File: config.mk
export PLATFORM = sky130hd
export DESIGN_NAME = sctd_time_core
export DESIGN_NICKNAME = d
export VERILOG_FILES = /design/src/rtl/sctd_pkg.sv /design/src/rtl/sctd_ms_tick.sv /design/src/rtl/sctd_time_core.sv
export VERILOG_INCLUDE_DIRS = /design/src /design/src/rtl
export SDC_FILE = /design/constraint.sdc
export NUM_CORES = 1
export LEC_CHECK = 0
export ABC_AREA = 1
export BUFFER_PORTS_ARGS = -buffer_cell sky130_fd_sc_hd__buf_4
export CORE_UTILIZATION = 52
export CTS_CLUSTER_DIAMETER = 40
export DETAILED_ROUTE_END_ITERATION = 7
export GPL_TIMING_DRIVEN = 1
export PLACE_DENSITY = 0.8
export SLEW_MARGIN = 20
export SYNTH_ARGS = -nofsm -noshare
export SYNTH_HDL_FRONTEND = slang
export SYNTH_SLANG_ARGS = --single-unit
File: constraint.sdc
create_clock -name mclk -period 2 [get_ports mclk]
set_input_delay 0.2 -clock mclk [delete_from_list [all_inputs] [get_ports mclk]]
set_output_delay 0.2 -clock mclk [all_outputs]
set_load 0.02 [all_outputs]
File: src/rtl/sctd_cfg.svh
// Constants for the spacecraft time distribution block.
// Assumes inclusion by bare name from rtl/; definitions only.
`ifndef SCTD_CFG_SVH
`define SCTD_CFG_SVH
`define SCTD_COARSE_W    32
`define SCTD_FINE_W      24
`define SCTD_FINE_IMPL   16
`define SCTD_DAY_W       16
`define SCTD_MS_W        32
`define SCTD_SUBMS_W     16
`define SCTD_SUBMS_IMPL  1'b0
`define SCTD_CLK_HZ      40000000
`define SCTD_MS_HZ       1000
`define SCTD_MS_CYC      (`SCTD_CLK_HZ / `SCTD_MS_HZ)
`define SCTD_MS_PER_DAY  32'h0526_5C00
`define SCTD_TTYPE_MIN   8'h01
`define SCTD_TTYPE_MAX   8'hF0
`define SCTD_CNT_W       16
`endif

File: src/rtl/sctd_pkg.sv
// Types for the spacecraft time distribution block.
// Assumes sctd_cfg.svh is on the include path.
`include "sctd_cfg.svh"
package sctd_pkg;
    typedef enum logic [1:0] {
        SCTD_IDLE,
        SCTD_WAIT_SYNC,
        SCTD_SEND
    } sctd_tx_e;
endpackage

File: src/rtl/sctd_ms_tick.sv
// Millisecond enable divider for the civil time counter.
// Assumes one clock mclk and asynchronous active-low reset.
`timescale 1ns/1ps
`include "sctd_cfg.svh"
module sctd_ms_tick (
    input  wire logic mclk,
    input  wire logic arst_n,
    input  wire logic clr,
    output logic      tick
);
    logic [`SCTD_CNT_W-1:0] cnt_q;
    logic [`SCTD_CNT_W-1:0] cnt_d;
    wire                    at_end = (cnt_q == `SCTD_CNT_W'(`SCTD_MS_CYC - 1));
    assign cnt_d = (clr || at_end) ? '0 : cnt_q + `SCTD_CNT_W'(1);
    always_ff @(posedge mclk or negedge arst_n) begin
        if (!arst_n) begin
            cnt_q <= '0;
            tick  <= 1'b0;
        end else begin
            cnt_q <= cnt_d;
            tick  <= at_end && !clr;
        end
    end
endmodule // sctd_ms_tick

File: src/rtl/sctd_time_core.sv
// Local time keeping, SYNC capture and time message build.
// Assumes a CAN controller reports SYNC tx/rx success as async levels
// and delivers object writes as one-cycle strobes on mclk.
`timescale 1ns/1ps
`include "sctd_cfg.svh"
module sctd_time_core (
    input  wire logic                      mclk,
    input  wire logic                      arst_n,
    input  wire logic                      is_producer,
    input  wire logic                      is_sync_producer,
    input  wire logic [7:0]                trans_type,
    input  wire logic                      sync_tx_done,
    input  wire logic                      sync_rx_done,
    input  wire logic                      et_wr,
    input  wire logic [`SCTD_COARSE_W-1:0] et_wr_coarse,
    input  wire logic [`SCTD_FINE_W-1:0]   et_wr_fine,
    input  wire logic                      ct_wr,
    input  wire logic [`SCTD_DAY_W-1:0]    ct_wr_day,
    input  wire logic [`SCTD_MS_W-1:0]     ct_wr_ms,
    input  wire logic [`SCTD_SUBMS_W-1:0]  ct_wr_subms,
    input  wire logic                      mt_rx,
    input  wire logic [`SCTD_COARSE_W-1:0] mt_rx_coarse,
    input  wire logic [`SCTD_FINE_W-1:0]   mt_rx_fine,
    input  wire logic                      msg_ack,
    output logic [`SCTD_COARSE_W-1:0]      et_rd_coarse,
    output logic [`SCTD_FINE_W-1:0]        et_rd_fine,
    output logic [`SCTD_DAY_W-1:0]         ct_rd_day,
    output logic [`SCTD_MS_W-1:0]          ct_rd_ms,
    output logic [`SCTD_SUBMS_W-1:0]       ct_rd_subms,
    output logic [`SCTD_COARSE_W-1:0]      msg_coarse,
    output logic [`SCTD_FINE_W-1:0]        msg_fine,
    output logic [`SCTD_DAY_W-1:0]         msg_day,
    output logic [`SCTD_MS_W-1:0]          msg_ms,
    output logic [`SCTD_SUBMS_W-1:0]       msg_subms,
    output logic                           msg_master,
    output logic                           msg_valid,
    output logic                           sync_ind,
    output logic                           cfg_err
);
    localparam int FI = `SCTD_FINE_IMPL;
    localparam int FU = `SCTD_FINE_W - `SCTD_FINE_IMPL;

    // ------------------------------------------------------------
    // SYNC event synchronisers
    // ------------------------------------------------------------
    logic [2:0] stx_q;
    logic [2:0] srx_q;
    logic       stx_lvl_q;
    logic       srx_lvl_q;
    always_ff @(posedge mclk or negedge arst_n) begin
        if (!arst_n) begin
            stx_q     <= '0;
            srx_q     <= '0;
            stx_lvl_q <= 1'b0;
            srx_lvl_q <= 1'b0;
        end else begin
            stx_q <= {stx_q[1:0], sync_tx_done};
            srx_q <= {srx_q[1:0], sync_rx_done};
            if (stx_q[1] == stx_q[2]) stx_lvl_q <= stx_q[2];
            if (srx_q[1] == srx_q[2]) srx_lvl_q <= srx_q[2];
        end
    end
    // Agreed-level change filters glitches on a single sample
    wire stx_agree = (stx_q[1] == stx_q[2]);
    wire srx_agree = (srx_q[1] == srx_q[2]);
    wire stx_ev    = stx_agree && stx_q[2] && !stx_lvl_q;
    wire srx_ev    = srx_agree && srx_q[2] && !srx_lvl_q;
    // Producer samples on its own SYNC transmit; consumer on receipt
    wire sync_ev   = is_producer ? stx_ev : srx_ev;

    // ------------------------------------------------------------
    // Elapsed time counter
    // ------------------------------------------------------------
    logic [`SCTD_COARSE_W-1:0] coarse_q;
    logic [`SCTD_COARSE_W-1:0] coarse_d;
    logic [FI-1:0]             fine_q;
    logic [FI-1:0]             fine_d;
    wire  fine_wrap = &fine_q;
    // Consumers take the master time as a write of their own local time
    wire  ld_ext   = !is_producer && mt_rx;
    wire  ld_et    = et_wr || ld_ext;
    // Low fine bits of incoming values are dropped here
    wire  [FI-1:0] ld_fine = ld_ext ? mt_rx_fine[`SCTD_FINE_W-1 -: FI]
                                    : et_wr_fine[`SCTD_FINE_W-1 -: FI];
    wire  [`SCTD_COARSE_W-1:0] ld_coarse = ld_ext ? mt_rx_coarse : et_wr_coarse;
    assign fine_d   = ld_et ? ld_fine : fine_q + FI'(1);
    assign coarse_d = ld_et ? ld_coarse
                    : (fine_wrap ? coarse_q + `SCTD_COARSE_W'(1) : coarse_q);
    wire  [`SCTD_FINE_W-1:0] fine_full = {fine_q, {FU{1'b0}}};

    // ------------------------------------------------------------
    // Civil time counter
    // ------------------------------------------------------------
    logic                      ms_tick;
    logic [`SCTD_DAY_W-1:0]    day_q;
    logic [`SCTD_DAY_W-1:0]    day_d;
    logic [`SCTD_MS_W-1:0]     ms_q;
    logic [`SCTD_MS_W-1:0]     ms_d;
    sctd_ms_tick u_ms (
        .mclk   (mclk),
        .arst_n (arst_n),
        .clr    (ct_wr),
        .tick   (ms_tick)
    );
    wire day_end = (ms_q >= `SCTD_MS_PER_DAY - `SCTD_MS_W'(1));
    assign ms_d  = ct_wr ? ct_wr_ms
                 : (ms_tick ? (day_end ? '0 : ms_q + `SCTD_MS_W'(1)) : ms_q);
    assign day_d = ct_wr ? ct_wr_day
                 : ((ms_tick && day_end) ? day_q + `SCTD_DAY_W'(1) : day_q);
    // No sub-ms counter: written sub-ms bits are don't-care, read as zero
    wire [`SCTD_SUBMS_W-1:0] subms_v = `SCTD_SUBMS_IMPL ? ct_wr_subms : '0;

    // ------------------------------------------------------------
    // Snapshot and message handshake
    // ------------------------------------------------------------
    sctd_pkg::sctd_tx_e st_q;
    sctd_pkg::sctd_tx_e st_d;
    // Synchronous types only; also refuse when this node both produces time and issues SYNC
    wire tt_ok  = (trans_type >= `SCTD_TTYPE_MIN) && (trans_type <= `SCTD_TTYPE_MAX);
    wire cfg_ok = tt_ok && !(is_producer && is_sync_producer);
    always_comb begin
        st_d = st_q;
        case (st_q)
            sctd_pkg::SCTD_IDLE:      if (cfg_ok) st_d = sctd_pkg::SCTD_WAIT_SYNC;
            // A SYNC that meets a config fault must not send a stale snapshot
            sctd_pkg::SCTD_WAIT_SYNC: if (sync_ev && cfg_ok) st_d = sctd_pkg::SCTD_SEND;
                                      else if (!cfg_ok) st_d = sctd_pkg::SCTD_IDLE;
            sctd_pkg::SCTD_SEND:      if (msg_ack) st_d = sctd_pkg::SCTD_WAIT_SYNC;
            default:                  st_d = sctd_pkg::SCTD_IDLE;
        endcase
    end
    // A new SYNC while sending refreshes the snapshot; the older one is lost
    wire snap = sync_ev && cfg_ok;

    always_ff @(posedge mclk or negedge arst_n) begin
        if (!arst_n) begin
            coarse_q <= '0;
            fine_q   <= '0;
            day_q    <= '0;
            ms_q     <= '0;
            st_q     <= sctd_pkg::SCTD_IDLE;
        end else begin
            coarse_q <= coarse_d;
            fine_q   <= fine_d;
            day_q    <= day_d;
            ms_q     <= ms_d;
            st_q     <= st_d;
        end
    end

    always_ff @(posedge mclk or negedge arst_n) begin
        if (!arst_n) begin
            et_rd_coarse <= '0;
            et_rd_fine   <= '0;
            ct_rd_day    <= '0;
            ct_rd_ms     <= '0;
            ct_rd_subms  <= '0;
            msg_coarse   <= '0;
            msg_fine     <= '0;
            msg_day      <= '0;
            msg_ms       <= '0;
            msg_subms    <= '0;
            msg_master   <= 1'b0;
            msg_valid    <= 1'b0;
            sync_ind     <= 1'b0;
            cfg_err      <= 1'b0;
        end else begin
            et_rd_coarse <= coarse_q;
            et_rd_fine   <= fine_full;
            ct_rd_day    <= day_q;
            ct_rd_ms     <= ms_q;
            ct_rd_subms  <= subms_v;
            if (snap) begin
                msg_coarse <= coarse_q;
                msg_fine   <= fine_full;
                msg_day    <= day_q;
                msg_ms     <= ms_q;
                msg_subms  <= subms_v;
                msg_master <= is_producer;
            end
            msg_valid <= (st_d == sctd_pkg::SCTD_SEND);
            sync_ind  <= stx_ev || srx_ev;
            cfg_err   <= !cfg_ok;
        end
    end
endmodule // sctd_time_core

Word-level counts from Yosys, hierarchy flattened. Cells that the tools add are included.

Register bits after elaboration: 319. Word-level logic and storage cells: 79. Input bits: 194. Output and inout bits: 244.

$add $sub $neg: 5. Mux-type cells: 17. Reductions and logical operators: 25. Equality and inequality tests: 6. $lt $le $gt $ge: 3.

Operators by type and width (count): $mux 32 (6); $mux 16 (5); $add 32x1->32 const B (2); $add 16x1->16 const B (3); $ge 32x27->1 const B (1); $eq 16x16->1 const B (1); $reduce_and 16->1 (1); $logic_and 1x1->1 (11); $ge 8x1->1 const B (1); $le 8x8->1 const B (1); $mux 2 (4); $logic_not 1->1 (6); $pmux 2 s3 (1); $reduce_bool 2->1 (3); $eq 2x2->1 const B (2); $logic_or 1x1->1 (3); $eq 1x1->1 (2); $eq 2x1->1 const B (1); $logic_not 2->1 (1); $mux 1 (1).

Longest topological paths before layout.
Depth in word-level cells: 8. Gate-level depth with buffers: 13.

Hierarchy. From an unflattened synthesis, not the netlist that was laid out.

Cells, all modules: 1817. Area total of the unflattened synthesis: 14831.7 sq um.

By module, submodules not included: sctd_time_core (cells each 1702, area an instance 13925.9 sq um, times used 1, sequential area each 7557.2 sq um); sctd_ms_tick (cells each 115, area an instance 905.9 sq um, times used 1, sequential area each 425.4 sq um).

Worst setup path after synthesis. Ideal clock, no wire load.

Kind: reg2reg. From: register ms_q[0]. To: register day_q[3]. Clock period less this slack: 1.636 ns. Arrival time: 1.513 ns. Required time: 1.877 ns. Slack: 0.364 ns. Cell stages (with the launch flop): 14. Cell sequence: dfrtp_1 ha_1 nand2_2 nor2_4 nand2_2 inv_2 nand2_1 nand2_1 nand2_2 nand2_4 nand2_4 buf_6 nand2_2 o21ai_2.

Word-level cells in the longest chain between the ends: 3.

RTL lines: from (decl) (RTL line sctd_time_core.sv:97) `` logic [`SCTD_MS_W-1:0] ms_q; ``; from (signal assigned) (RTL line sctd_time_core.sv:146) `ms_q <= ms_d;`; $ge 32x27->1 (RTL line sctd_time_core.sv:105) `` wire day_end = (ms_q >= `SCTD_MS_PER_DAY - `SCTD_MS_W'(1)); ``; $logic_and 1x1->1 (RTL line sctd_time_core.sv:109) `` : ((ms_tick && day_end) ? day_q + `SCTD_DAY_W'(1) : day_q); ``; $reduce_bool 2->1 (no line); to (signal assigned) (RTL line sctd_time_core.sv:145) `day_q <= day_d;`; to (decl) (RTL line sctd_time_core.sv:95) `` logic [`SCTD_DAY_W-1:0] day_q; ``.

No other way between the ends. A chain may end at the register's enable or synchronous reset.

Worst setup path in the final report.
From: register fine_q[0]. To: register fine_q[11].

Word-level cells in the longest chain between the ends: 2.

RTL lines: from (decl) (RTL line sctd_time_core.sv:76) `logic [FI-1:0] fine_q;`; from (signal assigned) (RTL line sctd_time_core.sv:144) `fine_q <= fine_d;`; $add 16x1->16 (RTL line sctd_time_core.sv:86) `assign fine_d = ld_et ? ld_fine : fine_q + FI'(1);`; $mux 16 (RTL line sctd_time_core.sv:86); net fine_d[11] (RTL line sctd_time_core.sv:77) `logic [FI-1:0] fine_d;`.

The timed path passes the listed nets, and every way through them passes these cells.

==> impl_metrics.json <==
{
  "layout.cells.most_common": "nand2_1",
  "numCtsBuffers": 40,
  "synth_top_family_by_area": "simple AND/OR/NAND/NOR gates",
  "nNetsFinal": 2451,
  "required_ns": 2.46,
  "synth_edf_count": 0,
  "n_antenna_cell": 0,
  "min-delay-start": "ct_wr_day[7]",
  "clockRootBuffer": "clkbuf_16",
  "slowest_stage": "dlygate4sd3_1",
  "ys_ff_latch": 319,
  "grt_max_degree": 71,
  "critPathMaxFanout": 4,
  "vias": 14100,
  "wl_per_cell_um": 17.8,
  "highest_layer": "met4",
  "grt-ovfl-total": 0,
  "ir_worst_vdd_v": 0.000654,
  "final_util_pct": 72.3,
  "die_w_um": 171,
  "maxSlewViolCount": 0,
  "fin_crit_sh_pct": 96.4,
  "tns_ns": 0,
  "drive_gt1_share_pct": 23.0,
  "antenna_found_initial": 0,
  "route.met3.wl_mm": 3.49,
  "worst_slack_ns": 0.0721,
  "post-dp-hpwl_mm": 33.0,
  "firstDrtPassIters": 7,
  "synth_fa_ha_area_share_pct": 0.592,
  "post-route-min-period_ns": 1.93,
  "path_clk_slew_ns": 0.06,
  "synthCells": 1790,
  "cp.arrival_ns": 2.38,
  "timing.final.hold_violations": 0,
  "cp_common_cell": "nand3_1",
  "whs_ns": 0.0296,
  "setup_viol": 0,
  "core-area_um2": 27900,
  "postRouteAntennaNets": 0,
  "drt-initial-drc-count": 1120,
  "insertion_delay_ns": 0.53,
  "clock.fmax_mhz": 519,
  "status": "complete, no violations",
  "cellLeakagePower_nw": 10.2,
  "rsz0062_at_grt": "false",
  "clock_skew_ns": 0.0163,
  "synth-compound-area-share_pct": 8.86,
  "maxCapViolations": 0,
  "syn_area_um2": 14800,
  "synth.avg_cell_area_um2": 8.26,
  "initial_core_util_pct": 53.1,
  "grt_use_total_pct": 32.5,
  "dp_slack_ns": 0.0751,
  "powerDensity_nw_per_um2": 1060,
  "htree_num_levels": 2,
  "muxShareOfSynthArea_pct": 0.271,
  "startpoint_type": "flip-flop",
  "synth_cell_type_count": 43,
  "synth_xor_area_share_pct": 1.48,
  "worstSetupPathType": "flip-flop to flip-flop",
  "cts_sinks": 319,
  "cts_tree": "yes",
  "cts_buffer_depth": 3,
  "totalWireLength_mm": 47.2,
  "drc": 0,
  "gp_congestion": 0.957,
  "grt_pass1_vias": 13900,
  "die_area_um2": 29100,
  "grt_pass1_wl_mm": 72.8,
  "ys_seq_area_share_pct": 54.0,
  "slowest_delay_ns": 0.55,
  "path_cells": "buf_4, nand3_2, nor2_2, nand3_1, o21ai_0, nand3_1, nand3_1, dlygate4sd3_1",
  "cp-startpoint": "fine_q[0]$_DFF_PN0_",
  "portBuffers": 357,
  "reg2reg_from": "fine_q[0]$_DFF_PN0_",
  "route.met2.wl_mm": 22.7,
  "postSynth.asyncResetShare_pct": 100,
  "pin_count": 438,
  "final_cell_mix": "543 x nand2_1, 398 x buf_4, 318 x dfrtp_1, 174 x nor2_1, 160 x nand3_1",
  "wirelength_met1_mm": 18.6,
  "synthSimpleGateAreaFrac_pct": 26.8,
  "fp.dieH_um": 171,
  "yosys_warnings": 0,
  "end_kind": "flip-flop",
  "synth-main-ff-cell": "dfrtp_1",
  "hold_class": "input pin to flip-flop",
  "syn2layout_area_growth_pct": 36.2,
  "vias_per_cell": 5.30,
  "rows": 61
}
[path summary, 6_finish.rpt]
| kind | depth (start not counted) | slack (ns) | endpoint |
|---|---|---|---|
| worst max-delay path | 8 | 0.07 | fine_q[11]$_DFF_PN0_ |
| worst min-delay path | 5 | 0.03 | day_q[7]$_DFFE_PN0P_ |
| worst max register to register | 8 | 0.07 | fine_q[11]$_DFF_PN0_ |
| worst min register to register | 0 | 0.35 | stx_q[1]$_DFF_PN0_ |
| max in group asynchronous | 3 | 1.14 | msg_coarse[17]$_DFFE_PN0P_ |
| min in group asynchronous | 2 | 0.16 | et_rd_fine[14]$_DFF_PN0_ |
[synthesized netlist by cell type, drive strengths merged, types with 2 or more instances]
| master | instances | area share [%] |
|---|---|---|
| a21oi | 36 | 1.2 |
| a22oi | 27 | 1.4 |
| a31oi | 2 | 0.085 |
| buf | 82 | 3.8 |
| clkbuf | 32 | 0.81 |
| dfrtp | 319 | 54 |
| ha | 7 | 0.59 |
| inv | 136 | 3.5 |
| mux2i | 4 | 0.27 |
| nand2 | 555 | 14 |
| nand3 | 163 | 5.6 |
| nand3b | 2 | 0.10 |
| nand4 | 19 | 0.80 |
| nor2 | 184 | 4.9 |
| nor3 | 19 | 0.68 |
| nor4 | 3 | 0.13 |
| o211ai | 2 | 0.10 |
| o21ai | 155 | 5.5 |
| o21bai | 5 | 0.25 |
| o31ai | 2 | 0.10 |
| or2 | 3 | 0.13 |
| xnor2 | 3 | 0.18 |
| xor2 | 22 | 1.3 |
[report_power, final]
part           leakage [nW]  switching, W  internal (W)  total [W]
sequential             3.96      0.000941       0.00762    0.00856
combinational          5.53       0.00319       0.00218    0.00536
clock                 0.666       0.00289       0.00448    0.00737
total                  10.2       0.00702        0.0143     0.0213
[area by class of cell]
cell class | count | area (um2)
Clock buffer | 49 | 1100
Sequential cell | 319 | 7980
Clock inverter | 25 | 274
Tap cell | 378 | 473
Inverter | 136 | 513
Timing Repair Buffer | 485 | 3950
Fill cell | 2085 | 7710
Multi-Input combinational cell | 1268 | 5860
[registers in the layout (all words and copies together), names as in the netlist]
| register | cells |
|---|---|
| stx_lvl_q | 1 |
| ct_rd_day | 16 |
| et_rd_fine | 16 |
| srx_lvl_q | 1 |
| st_q | 2 |
| msg_master | 1 |
| msg_ms | 32 |
| u_ms.tick | 1 |
| srx_q | 3 |
| sync_ind | 1 |
| cfg_err | 1 |
| ct_rd_ms | 32 |
| ms_q | 32 |
| msg_valid | 1 |
| coarse_q | 32 |
| msg_day | 16 |
| msg_coarse | 32 |
| et_rd_coarse | 32 |
| fine_q | 16 |
| u_ms.cnt_q | 16 |
| msg_fine | 16 |
| day_q | 16 |
| stx_q | 3 |
[critical path: cells and delay by family (launching register included)]
family / cells / cell delay [ns]
DFF: 1 / 0.34
and+or+nand+nor: 5 / 0.63
buffers and inverters: 2 / 0.69
AOI/OAI and AO/OA: 1 / 0.20
[through the flow]
stage / cells / total power [W] / area, um2
final: 2660 / 0.0213 / 20200
after global routing: 2660 / 0.0222 / 20200
after CTS: 2659 / 0.0213 / 20100
after detailed placement: 2508 / 0.0138 / 18000
after global placement: 2508 / 0.0137 / 18000
after floorplan: 1837 / 0.0111 / 15000
[layer usage]
| layer | global-route usage, % | up-vias |
|---|---|---|
| li1 | - | 6601 |
| met1 | 40.0 | 6675 |
| met2 | 55.2 | 680 |
| met3 | 5.48 | 145 |
| met4 | 16.5 | 0 |
| met5 | 0 | - |
[repair_timing]
| item | CTS | global route |
|---|---|---|
| endpoints found under the hold margin | 382 | 0 |
| buffers inserted | 0 | 1 |
| hold buffers | 77 | 0 |
| gates resized for setup | 0 | 14 |
| setup endpoints to repair | 0 | 57 |
[logic make-up after synthesis]
group / count (synthesis)
fa+ha+maj: 7
simple gates: 951
compound gates: 233
buf+inv: 250
flops: 319
xor+xnor: 25
other cells: 1
mux: 4
Note: power is estimated with default switching activity, not from simulation.
